$ cat src/core/rsq_pkg.sv
/*
 Constants, field layout and types of the reset sequencer and supply monitor.
 Assumes a 100 ns CPU clock and one Wishbone register word.
*/
package rsq_pkg;
	localparam int          CLK_PERIOD_NS  = 100;
	localparam int          CNT_W          = 16;
	localparam int          WB_AW          = 8;
	localparam int          WB_DW          = 32;

	// Byte address of the integrity control/status register
	localparam logic [7:0]  ICSR_ADDR      = 8'h00;
	localparam logic [7:0]  ICSR_RESET     = 8'h00;
	localparam int          BIT_AUX_IE     = 0;
	localparam int          BIT_AUX_FLAG   = 1;
	localparam int          BIT_LVD_RF     = 2;
	localparam int          BIT_PLL_LOCK   = 3;
	localparam int          BIT_WDG_RF     = 4;

	// Delay and fetch phase lengths in CPU cycles
	localparam int          DELAY_SHORT_CYC = 256;
	localparam int          DELAY_LONG_CYC  = 4096;
	localparam int          FETCH_CYC       = 2;

	// Reset vector, low byte first
	localparam logic [15:0] VEC_ADDR_LO    = 16'hfffe;
	localparam logic [15:0] VEC_ADDR_HI    = 16'hffff;

	typedef enum logic [1:0] {
		CLK_SRC_RC,
		CLK_SRC_EXT,
		CLK_SRC_XTAL
	} rsq_clk_src_t;

	typedef enum logic [1:0] {
		LVD_LEVEL_LOW,
		LVD_LEVEL_MED,
		LVD_LEVEL_HIGH
	} rsq_lvd_level_t;

	typedef enum logic [2:0] {
		ST_ACTIVE,
		ST_DELAY,
		ST_PLL,
		ST_FETCH,
		ST_RUN
	} rsq_state_t;
endpackage

$ cat src/core/rsq_top.sv
/*
 Reset sequence unit with low-voltage and auxiliary-voltage supervision,
 reset cause flags and the integrity control/status register.
 Assumes analog comparators, PLL and watchdog outside; reset pin resolved
 by the surrounding pad from rst_pin_o and rst_pin_oe.
*/
// Local design decisions: the Wishbone register port and the address map.
// What this block does
// - All three reset sources pull the reset pin low; it stays low during delay.
// - After any reset the core fetches its vector from FFFEh-FFFFh.
// - Sequence runs active phase, then fixed delay, then vector fetch.
// - Delay is 256 cycles for RC or external clock, 4096 for crystal.
// - Vector fetch phase lasts exactly two clock cycles.
// - With PLL enabled, clock stays held for an extra start-up delay.
// - External pin low enters reset asynchronously, even with clock stopped.
// - Low-voltage reset drives the reset pin low for other devices.
// - Low-voltage detector only when configured; threshold low, medium or high.
// - Watchdog underflow drives the pin low at least the minimum pulse width.
// - Illegal opcode or prebyte detection also resets the device.
// - Auxiliary detector works only with low-voltage detector enabled.
// - Auxiliary flag follows comparator in real time and is read-only.
// - Aux interrupt requested on flag set if enabled and mask clear.
// - Aux interrupt wakes from wait, never from halt.
// - In halt the register contents freeze; aux flag freezes too and no new aux pending is latched.
// - Watchdog flag bit 4 set by watchdog, cleared by zero write, pin reset or LOW_VOLTAGE_DETECTOR.
// - Cause flags: pin 0/0, watchdog 0/1, low voltage 1/X.
// - PLL lock bit 3 is hardware-only, 1 when locked.
// - Low-voltage flag bit 2 set by LOW_VOLTAGE_DETECTOR reset, cleared by reading.
// - External or watchdog reset leaves the low-voltage flag set.
// - Bit 1 aux flag, bit 0 enable; pending clears on routine entry.
`timescale 1ns/1ps
module rsq_top #(
	parameter int WDG_PULSE_NS   = 20000,
	parameter int PLL_STARTUP_NS = 1000000
) (
	input  wire logic                           clk,
	input  wire logic                           nrst,
	input  wire logic                           wb_cyc_i,
	input  wire logic                           wb_stb_i,
	input  wire logic                           wb_we_i,
	input  wire logic [rsq_pkg::WB_AW-1:0]      wb_adr_i,
	input  wire logic [3:0]                     wb_sel_i,
	input  wire logic [rsq_pkg::WB_DW-1:0]      wb_dat_i,
	output      logic [rsq_pkg::WB_DW-1:0]      wb_dat_o,
	output      logic                           wb_ack_o,
	input  wire logic                           rst_pin_i,
	output      logic                           rst_pin_o,
	output      logic                           rst_pin_oe,
	input  wire logic                           lvd_option_en,
	input  wire rsq_pkg::rsq_lvd_level_t        lvd_option_level,
	input  wire rsq_pkg::rsq_clk_src_t          clk_src_option,
	input  wire logic                           pll_option_en,
	input  wire logic                           lvd_below_i,
	input  wire logic                           avd_below_i,
	input  wire logic                           pll_locked_i,
	input  wire logic                           wdg_underflow,
	input  wire logic                           illegal_opcode,
	input  wire logic                           halt_mode,
	input  wire logic                           wait_mode,
	input  wire logic                           global_irq_mask,
	input  wire logic                           aux_irq_ack,
	output      rsq_pkg::rsq_lvd_level_t        lvd_level_o,
	output      logic                           lvd_enable_o,
	output      logic                           core_rst_n,
	output      logic                           vector_fetch,
	output      logic [15:0]                    vector_addr,
	output      logic                           clk_hold,
	output      logic                           aux_irq_req,
	output      logic                           wait_wakeup
);
	import rsq_pkg::*;

	localparam int WDG_PULSE_CYC   =
		(WDG_PULSE_NS + CLK_PERIOD_NS - 1) / CLK_PERIOD_NS;
	localparam int PLL_STARTUP_CYC =
		(PLL_STARTUP_NS + CLK_PERIOD_NS - 1) / CLK_PERIOD_NS;

	rsq_state_t              state_r;
	rsq_state_t              state_nxt;
	logic [CNT_W-1:0]        cnt_r;
	logic [CNT_W-1:0]        cnt_nxt;
	logic [CNT_W-1:0]        pulse_r;
	logic                    pin_arst_n;
	logic [1:0]              pin_sync_r;
	logic [1:0]              lvd_sync_r;
	logic [1:0]              avd_sync_r;
	logic [1:0]              lock_sync_r;
	logic                    ext_low;
	logic                    lvd_act;
	logic                    int_hit;
	logic                    int_hold;
	logic                    src_any;
	logic                    oe_r;
	logic                    oe_d_r;
	logic                    core_rst_n_r;
	logic                    fetch_r;
	logic [15:0]             vec_r;
	logic                    hold_r;
	logic                    wdg_rf_r;
	logic                    lvd_rf_r;
	logic                    lock_r;
	logic                    aux_flag_r;
	logic                    aux_prev_r;
	logic                    aux_ie_r;
	logic                    aux_pend_r;
	logic                    aux_pend_nxt;
	logic                    irq_r;
	logic                    wake_r;
	logic                    ack_r;
	logic [WB_DW-1:0]        rdat_r;
	logic                    bus_req;
	logic                    hit;
	logic                    reg_wr;
	logic                    reg_rd;
	logic [7:0]              reg_val;
	rsq_lvd_level_t          level_r;
	logic                    lvd_en_r;

	// The pin is only watched while we are not pulling it ourselves.
	// One extra cycle of masking after release lets the pull-up lift the
	// pin; otherwise our own release would read as an external pull.
	// Limitation: an outside pull in that one cycle is seen a cycle late.
	assign pin_arst_n = nrst & (rst_pin_i | oe_r | oe_d_r);

	always_ff @(posedge clk or negedge nrst) begin
		if (!nrst) begin
			oe_d_r <= 1'b1;
		end else begin
			oe_d_r <= oe_r;
		end
	end

	// Reset-style synchroniser: entry is immediate, release takes two edges
	always_ff @(posedge clk or negedge pin_arst_n) begin
		if (!pin_arst_n) begin
			pin_sync_r <= 2'b00;
		end else begin
			pin_sync_r <= {pin_sync_r[0], 1'b1};
		end
	end

	always_ff @(posedge clk or negedge nrst) begin
		if (!nrst) begin
			lvd_sync_r  <= 2'b00;
			avd_sync_r  <= 2'b00;
			lock_sync_r <= 2'b00;
		end else begin
			lvd_sync_r  <= {lvd_sync_r[0], lvd_below_i};
			avd_sync_r  <= {avd_sync_r[0], avd_below_i};
			lock_sync_r <= {lock_sync_r[0], pll_locked_i};
		end
	end

	// Option bits are static; registering them gives clean outputs
	always_ff @(posedge clk or negedge nrst) begin
		if (!nrst) begin
			level_r  <= LVD_LEVEL_LOW;
			lvd_en_r <= 1'b0;
		end else begin
			level_r  <= lvd_option_level;
			lvd_en_r <= lvd_option_en;
		end
	end

	assign ext_low  = ~pin_sync_r[1];
	assign lvd_act  = lvd_en_r & lvd_sync_r[1];
	assign int_hit  = wdg_underflow | illegal_opcode;
	assign int_hold = lvd_act | int_hit | (pulse_r != '0);
	assign src_any  = ext_low | int_hold;

	// Minimum pin pulse after watchdog or illegal-opcode reset
	always_ff @(posedge clk or negedge nrst) begin
		if (!nrst) begin
			pulse_r <= '0;
		end else if (int_hit) begin
			pulse_r <= CNT_W'(WDG_PULSE_CYC - 1);
		end else if (pulse_r != '0) begin
			pulse_r <= pulse_r - 1'b1;
		end
	end

	always_comb begin
		state_nxt = state_r;
		cnt_nxt   = cnt_r;
		unique case (state_r)
			ST_ACTIVE: begin
				if (!src_any) begin
					state_nxt = ST_DELAY;
					if (clk_src_option == CLK_SRC_XTAL) begin
						cnt_nxt = CNT_W'(DELAY_LONG_CYC - 1);
					end else begin
						cnt_nxt = CNT_W'(DELAY_SHORT_CYC - 1);
					end
				end
			end
			ST_DELAY: begin
				if (cnt_r != '0) begin
					cnt_nxt = cnt_r - 1'b1;
				end else if (pll_option_en) begin
					state_nxt = ST_PLL;
					cnt_nxt   = CNT_W'(PLL_STARTUP_CYC - 1);
				end else begin
					state_nxt = ST_FETCH;
					cnt_nxt   = CNT_W'(FETCH_CYC - 1);
				end
			end
			ST_PLL: begin
				if (cnt_r != '0) begin
					cnt_nxt = cnt_r - 1'b1;
				end else begin
					state_nxt = ST_FETCH;
					cnt_nxt   = CNT_W'(FETCH_CYC - 1);
				end
			end
			ST_FETCH: begin
				if (cnt_r != '0) begin
					cnt_nxt = cnt_r - 1'b1;
				end else begin
					state_nxt = ST_RUN;
				end
			end
			ST_RUN: begin
			end
		endcase
		// A new source restarts the sequence from any phase
		if (src_any) begin
			state_nxt = ST_ACTIVE;
			cnt_nxt   = '0;
		end
	end

	always_ff @(posedge clk or negedge nrst) begin
		if (!nrst) begin
			state_r <= ST_ACTIVE;
			cnt_r   <= '0;
		end else begin
			state_r <= state_nxt;
			cnt_r   <= cnt_nxt;
		end
	end

	// External pulls are seen on the pin itself, so only drive for our own sources and in delay
	always_ff @(posedge clk or negedge nrst) begin
		if (!nrst) begin
			oe_r <= 1'b1;
		end else begin
			oe_r <= (state_nxt == ST_DELAY) | int_hold;
		end
	end

	// Pin low also holds the core in reset with no clock edge needed
	always_ff @(posedge clk or negedge pin_arst_n) begin
		if (!pin_arst_n) begin
			core_rst_n_r <= 1'b0;
		end else begin
			core_rst_n_r <= (state_nxt == ST_RUN);
		end
	end

	always_ff @(posedge clk or negedge nrst) begin
		if (!nrst) begin
			fetch_r <= 1'b0;
			vec_r   <= VEC_ADDR_LO;
			hold_r  <= 1'b0;
		end else begin
			fetch_r <= (state_nxt == ST_FETCH);
			hold_r  <= (state_nxt == ST_PLL);
			if (state_nxt == ST_FETCH && cnt_nxt == '0) begin
				vec_r <= VEC_ADDR_HI;
			end else begin
				vec_r <= VEC_ADDR_LO;
			end
		end
	end

	// Wishbone classic slave, one wait state, reads zero when unmapped
	assign bus_req = wb_cyc_i & wb_stb_i & ~ack_r;
	assign hit     = (wb_adr_i == ICSR_ADDR);
	assign reg_wr  = bus_req & hit & wb_we_i & wb_sel_i[0] & ~halt_mode;
	assign reg_rd  = bus_req & hit & ~wb_we_i & ~halt_mode;

	always_comb begin
		reg_val               = ICSR_RESET;
		reg_val[BIT_AUX_IE]   = aux_ie_r;
		reg_val[BIT_AUX_FLAG] = aux_flag_r;
		reg_val[BIT_LVD_RF]   = lvd_rf_r;
		reg_val[BIT_PLL_LOCK] = lock_r;
		reg_val[BIT_WDG_RF]   = wdg_rf_r;
	end

	always_ff @(posedge clk or negedge nrst) begin
		if (!nrst) begin
			ack_r  <= 1'b0;
			rdat_r <= '0;
		end else begin
			ack_r <= bus_req;
			if (bus_req && !wb_we_i && hit) begin
				rdat_r <= {{(WB_DW-8){1'b0}}, reg_val};
			end else begin
				rdat_r <= '0;
			end
		end
	end

	// Cause flags survive the reset sequence; besides nrst, a read clears this one and a pin or low-voltage reset or a zero write the watchdog flag
	always_ff @(posedge clk or negedge nrst) begin
		if (!nrst) begin
			lvd_rf_r <= 1'b0;
		end else if (lvd_act) begin
			lvd_rf_r <= 1'b1;
		end else if (reg_rd) begin
			lvd_rf_r <= 1'b0;
		end
	end

	always_ff @(posedge clk or negedge nrst) begin
		if (!nrst) begin
			wdg_rf_r <= 1'b0;
		end else if (wdg_underflow) begin
			wdg_rf_r <= 1'b1;
		end else if (lvd_act || ext_low) begin
			wdg_rf_r <= 1'b0;
		end else if (reg_wr && !wb_dat_i[BIT_WDG_RF]) begin
			wdg_rf_r <= 1'b0;
		end
	end

	always_ff @(posedge clk or negedge nrst) begin
		if (!nrst) begin
			lock_r <= 1'b0;
		end else if (!halt_mode) begin
			lock_r <= lock_sync_r[1];
		end
	end

	// Upper bits are never stored, so a careless write cannot set them
	always_ff @(posedge clk or negedge nrst) begin
		if (!nrst) begin
			aux_ie_r <= 1'b0;
		end else if (!core_rst_n_r) begin
			aux_ie_r <= 1'b0;
		end else if (reg_wr) begin
			aux_ie_r <= wb_dat_i[BIT_AUX_IE];
		end
	end

	// Flag lags the comparator by the synchroniser plus this register
	always_ff @(posedge clk or negedge nrst) begin
		if (!nrst) begin
			aux_flag_r <= 1'b0;
			aux_prev_r <= 1'b0;
		end else if (!halt_mode) begin
			aux_flag_r <= lvd_en_r & avd_sync_r[1];
			aux_prev_r <= aux_flag_r;
		end
	end

	// Pending latch: a new crossing beats a same-cycle acknowledge
	always_comb begin
		aux_pend_nxt = aux_pend_r;
		if (aux_irq_ack) begin
			aux_pend_nxt = 1'b0;
		end
		if (aux_flag_r && !aux_prev_r && !halt_mode) begin
			aux_pend_nxt = 1'b1;
		end
		if (!lvd_en_r || !core_rst_n_r) begin
			aux_pend_nxt = 1'b0;
		end
	end

	always_ff @(posedge clk or negedge nrst) begin
		if (!nrst) begin
			aux_pend_r <= 1'b0;
			irq_r      <= 1'b0;
			wake_r     <= 1'b0;
		end else begin
			aux_pend_r <= aux_pend_nxt;
			irq_r      <= aux_pend_nxt & aux_ie_r & ~global_irq_mask;
			wake_r     <= aux_pend_nxt & aux_ie_r & wait_mode
				& ~halt_mode;
		end
	end

	assign wb_dat_o     = rdat_r;
	assign wb_ack_o     = ack_r;
	assign rst_pin_o    = 1'b0;
	assign rst_pin_oe   = oe_r;
	assign lvd_level_o  = level_r;
	assign lvd_enable_o = lvd_en_r;
	assign core_rst_n   = core_rst_n_r;
	assign vector_fetch = fetch_r;
	assign vector_addr  = vec_r;
	assign clk_hold     = hold_r;
	assign aux_irq_req  = irq_r;
	assign wait_wakeup  = wake_r;
endmodule // rsq_top

$ cat config.mk
export PLATFORM = sky130hd
export DESIGN_NAME = rsq_top
export DESIGN_NICKNAME = d
export VERILOG_FILES = /design/src/core/rsq_pkg.sv /design/src/core/rsq_top.sv
export SDC_FILE = /design/constraint.sdc
export NUM_CORES = 1
export LEC_CHECK = 0
export CORE_AREA = 2 2 84 78
export DETAILED_ROUTE_END_ITERATION = 10
export DIE_AREA = 0 0 86 80
export DONT_BUFFER_PORTS = 1
export PLACE_DENSITY = 0.77
export SKIP_CTS_REPAIR_TIMING = 1
export SYNTH_ARGS = -nofsm -noshare
export SYNTH_HDL_FRONTEND = slang
export SYNTH_SLANG_ARGS = --single-unit
$ cat constraint.sdc
create_clock -name clk -period 1.05 [get_ports clk]
set_input_delay 0.1575 -clock clk [delete_from_list [all_inputs] [get_ports clk]]
set_output_delay 0.1575 -clock clk [all_outputs]
set_load 0.01 [all_outputs]
==> flow_summary.yaml, run 1 <==
outcome:
  outcome: "complete, but fails checks"
  violations: "negative hold slack, negative setup slack"
global_routing:
  grt_use_met2_pct: 47.0
  antenna_found_initial: 0
  met1_usage_pct: 41.1
  grt_max_degree: 66
  grt_remaining_overflow: 0
  grt_pass1_wl_mm: 16.0
  grt.total_usage_pct: 30.3
  grt_busiest_layer: "met2"
  use_met3_pct: 6.93
  grt_pass1_vias: 3269
floorplanning:
  start_util_pct: 61.2
  die-area_mm2: 0.00688
  fp.coreArea_mm2: 0.00598
  die_h_um: 80
  ios: 124
  fp-row-count: 27
  die_w_um: 86
clock_tree:
  root_buffer: "clkbuf_8"
  numCtsBuffers: 9
  clockBufferDepth: 2
  clk_latency_ps: 360
  clkSinkCount: 67
  path_clk_slew_ps: 90
  htreeDepth: 3
  cts_tree: "yes"
critical_path:
  worstSetupStartpointType: "flop"
  cp.arrival_ps: 2810
  crit_path_end_kind: "flop"
  path_class: "flop to flop"
  crit_fanout: 4
  rr_worst_depth: 10
  reg2reg_slack_ps: -1490
  rr_startpoint: "cnt_r[1]"
  r2r_end: "vector_addr[0]"
  critPathRequiredTime_ps: 1330
flow_run:
  maxCapViolations: 0
routing:
  vias_per_cell: 6.17
  vias: 3747
  wl_mm: 13.1
  drtIter0Drc: 331
  dr.pass1.iters: 6
  drc: 0
  wire_per_inst_um: 21.6
  ant_nets: 0
placement:
  dpl_cell_area_mm2: 0.00449
  pre_cts_ws_ps: -1590
  hpwl_mm: 7.27
  portBuffers: 0
  placed_cells: 559
  place_congestion: 0.972
logic_synthesis:
  synth_top_area_cell: "dfrtp_1"
  synth-main-ff-cell: "dfrtp_1"
  netlist.area_leader.share_pct: 44.4
  synth_cells: 393
  yosysSeqAreaShare_pct: 45.9
  synth_area_leaders: "dfrtp_1 (44%), buf_4 (8.8%), nor2_1 (4.4%)"
  synth_area_mm2: 0.00366
  ys_ff_latch: 67
  async_reset_ff_share_pct: 100
  synth_edf_count: 0
  synth.distinct_cells: 60
  yosys_warnings: 0
  synth.avg_cell_area_um2: 9.32
cells_and_area:
  nets: 598
  final_cells: 607
  drive_gt1_share_pct: 45.8
  area_growth_pct: 49.7
  antenna_cells: 0
  post-route-cell-area_mm2: 0.00548
timing:
  fin_crit_sh_pct: 242
  drv_slew: 0
  setup_violations: 54
  period_needed_ps: 2540
  rsz0062_at_grt: "yes"
  max_freq_mhz: 394
  hold_viol: 71
  timing.final.ws_setup_ps: -1490
  hold-worst-slack_ps: -517
  finalClockSkew_ps: 9.42
power:
  irDropWorstVdd_uv: 1180
  p_leak_uw: 0.00251
  power_density_mw_per_mm2: 949
hold_path:
  hp-class: "input pin to asynchronous set/reset pin"
[layout make-up]
class,instances,area [um^2]
clock buffers,9,124
clock inverters,7,83.8
inverters,14,55.1
multi-input cells,299,2250
well taps,72,90.1
fillers,220,499
repair buffers,139,1200
flip-flops and latches,67,1680
[power by group]
group / internal [uW] / leakage, uW / switching, uW
Clock: 1140 / 0.000102 / 1150
Sequential: 2620 / 0.000866 / 27.1
Combinational: 99.6 / 0.00154 / 167
Total: 3850 / 0.00251 / 1350
[worst max-delay path: stages, from the launching register on]
cell and delay (ps):
dfrtp_1 390, inv_2 90, ha_4 160, or4b_4 480
or3_1 390, a22oi_2 180, o31ai_2 110, o41ai_2 220
buf_4 160, o2111ai_2 110, nor4_2 160
[layout by cell type, fill, tap and decap left out, types with 5 or more instances in the layout]
master / count
o31ai_2: 5
and2_4: 5
o21ai_2: 6
o21ai_0: 11
a21oi_1: 12
or3_1: 11
buf_6: 26
nand2_1: 24
nor3_2: 8
nor2_2: 5
dlygate4sd3_1: 13
clkbuf_8: 9
a21oi_2: 8
buf_4: 98
dfrtp_1: 65
nor2_1: 35
nand3_1: 8
inv_1: 9
xnor2_1: 5
conb_1: 44
[Yosys cell counts, types with 9 or more instances]
master and number:
a21oi_1 20, and2_1 9, buf_4 43, clkbuf_1 11, dfrtp_1 65, inv_1 13
nand2_1 27, nand3_1 14, nor2_1 43, nor3_1 12, o21ai_0 20, or3_1 12
[layer usage]
metal | part of all wire (%) | up-vias
li1 | - | 1599
met1 | 37 | 1807
met2 | 50 | 273
met3 | 9.2 | 68
met4 | 4.1 | 0
met5 | 0 | -
[metrics by stage]
step	total power [uW]	util, %	setup TNS (ps)
6_report	5200	91.7	-42810
3_5_place_dp	2870	75.0	-41790
5_1_grt	5360	91.7	-47120
3_3_place_gp	2860	75.0	-39220
4_1_cts	5120	78.5	-43000
2_1_floorplan	2940	-	-34540
[cells by family (layout without fill, tap and decap cells)]
kind of cell / Yosys count / count (layout) / share of synthesized area (%)
flip-flops: 67 / 67 / 45.9
other: 2 / 44 / 0.205
adder cells (fa/ha/maj): 3 / 3 / 1.03
XOR/XNOR: 10 / 10 / 2.39
multiplexers: 3 / 3 / 0.854
AO/OA/AOI/OAI: 82 / 82 / 14.9
AND/OR/NAND/NOR: 157 / 157 / 23.2
buffers and inverters: 69 / 169 / 11.6
[state kept, by name, indices dropped and copies added (netlist names), 3 cells and up]
| register | count |
|---|---|
| pulse_r | 16 |
| wb_dat_o | 5 |
| state_r | 3 |
| cnt_r | 16 |
[how the worst max path moves through the flow]
stage / endpoint / cells after the start / from / slack (ps)
finish: vector_addr[0] / 10 / cnt_r[1] / -1490
global placement: vector_addr[0] / 10 / cnt_r[1] / -1470
global route: vector_addr[0] / 10 / cnt_r[1] / -1590
floorplan: vector_addr[0] / 12 / cnt_r[0] / -1380
detailed placement: vector_addr[0] / 10 / cnt_r[1] / -1590
CTS: vector_addr[0] / 10 / cnt_r[0] / -1620
Power figures use the tool's default switching activity.
==> run 2: changes to the inputs <==
Settings changed: CORE_AREA 2 2 84 78 to 2 2 111 103, DIE_AREA 0 0 86 80 to 0 0 113 105, PLACE_DENSITY 0.77 to unset.
==> flow_summary.yaml, run 2 (synthesized netlist as in run 1, its figures left out) <==
outcome:
  outcome: "complete, but fails checks"
  violations: "design-rule violations, negative hold slack, negative setup slack"
placement:
  portBuffers: 0
  place_congestion: 0.872
  hpwl_mm: 7.08
  pre_cts_ws_ps: -1490
routing:
  drc: 12
  drtIter0Drc: 186
  wire_per_inst_um: 15.9
  vias_per_cell: 5.17
  ant_nets: 0
  vias: 3453
  dr.pass1.iters: 7
  wl_mm: 10.6
cells_and_area:
  drive_gt1_share_pct: 46.2
  final_cell_mix: "buf_4 (103), dfrtp_1 (64), conb_1 (44), nor2_1 (31), nand2_1 (23)"
  fin_util_pct: 53.1
  nFillCells: 897
  nets: 598
  area_growth_pct: 54.2
  final_common_cell: "buf_4"
  antenna_cells: 0
critical_path:
  slowest_delay_ps: 460
  reg2reg_slack_ps: -1370
  cp.arrival_ps: 2650
  worstPathCellList: "inv_2 > ha_4 > or4b_4 > or3_1 > a22oi_2 > o31ai_1 > o41ai_2 > o2111ai_1 > nor4_2"
  crit_path_end_kind: "flop"
  crit_fanout: 3
  rr_startpoint: "cnt_r[1]"
  path_delay_family: "simple AND/OR/NAND/NOR gates"
  worstSetupStartpointType: "flop"
  critPathRequiredTime_ps: 1290
  crit_path_top_delay_cell: "or4b_4"
  r2r_end: "vector_addr[0]"
  rr_worst_depth: 9
  path_buf_inv: 1
  path_class: "flop to flop"
floorplanning:
  start_util_pct: 34.4
  die-area_mm2: 0.0119
  die_h_um: 105
  fp.coreArea_mm2: 0.0106
  fp-row-count: 36
  ios: 124
  die_w_um: 113
hold_path:
  hp-class: "input pin to asynchronous set/reset pin"
power:
  power.switching_uw: 1330
  switching_share_pct: 23.2
  seqPwrFrac_pct: 46.2
  power_uw: 5720
  p_clk_share_pct: 49.5
  p_leak_uw: 0.00253
  pwr-share-comb_pct: 4.3
  power_density_mw_per_mm2: 1010
  irDropWorstVdd_uv: 1080
  p_int_uw: 4390
timing:
  fin_crit_sh_pct: 230
  setup_violations: 45
  setup_tns_ps: -39770
  hold-worst-slack_ps: -485
  period_needed_ps: 2420
  worst_pin_slew_ps: 566
  max_freq_mhz: 414
  timing.final.ws_setup_ps: -1370
  maxSlewHeadroom_pct: 61.7
  drv_slew: 0
  rsz0062_at_grt: "yes"
  finalClockSkew_ps: 8.17
  hold_viol: 68
global_routing:
  grt_max_degree: 66
  grt_pass1_vias: 3149
  grt_pass1_wl_mm: 15.6
  grt_remaining_overflow: 0
  grt.total_usage_pct: 16.4
  antenna_found_initial: 0
clock_tree:
  numCtsBuffers: 9
  cts_tree: "yes"
  path_clk_slew_ps: 60
  clk_latency_ps: 330
  htreeDepth: 3
  clockBufferDepth: 2
  clkSinkCount: 67
  root_buffer: "clkbuf_16"
flow_run:
  maxCapViolations: 0
run 2: worst reg2reg max path, cell delays in order, from the launching register on:
cell       delay (ps)
dfrtp_1           400
inv_2              90
ha_4              140
or4b_4            460
or3_1             370
a22oi_2           140
o31ai_1           130
o41ai_2           240
o2111ai_1         200
nor4_2            160
run 2: per-stage QoR:
stage          hold WS (ps)  area, um^2  std cells
2_1_floorplan          -138        3950        435
6_report               -485        5650        668
4_1_cts                -492        4840        637
3_5_place_dp           -136        4560        621
3_3_place_gp           -136        4560        621
5_1_grt                -494        5650        668
run 2: how the worst max path moves through the flow:
stage	start	to	slack [ps]	cells past startpoint
2_1_floorplan	cnt_r[0]	vector_addr[0]	-1380	12
3_3_place_gp	cnt_r[1]	vector_addr[0]	-1410	9
3_5_place_dp	cnt_r[1]	vector_addr[0]	-1490	10
4_1_cts	cnt_r[1]	vector_addr[0]	-1520	9
5_1_grt	cnt_r[1]	vector_addr[0]	-1440	10
6_report	cnt_r[1]	vector_addr[0]	-1370	9
run 2: cell type report:
cell class                 count  area (um^2)  area share [%]
multi-input combinational    299         2280            40.4
sequential                    67         1680            29.8
timing repair buffer         139         1180            21.0
clock buffer                  11          243            4.30
tap                          133          166            2.95
inverter                      14         55.1           0.975
clock inverter                 5         36.3           0.643
run 2: routing by layer:
| metal | wire length [um] | up-vias | global-route usage [%] |
|---|---|---|---|
| met5 | 0 | - | 0 |
| met3 | 649 | 22 | 2.84 |
| met4 | 220 | 0 | 6.88 |
| met1 | 4580 | 1675 | 22.1 |
| met2 | 5150 | 155 | 26.0 |
| li1 | - | 1601 | - |
run 2: power groups by stage:
stage	clock network, uW	registers (uW)	logic, uW
2_1_floorplan	0	2690	251
6_report	2830	2640	246
3_5_place_dp	0	2690	183
4_1_cts	2880	2640	183
3_3_place_gp	0	2690	179
5_1_grt	3000	2650	271
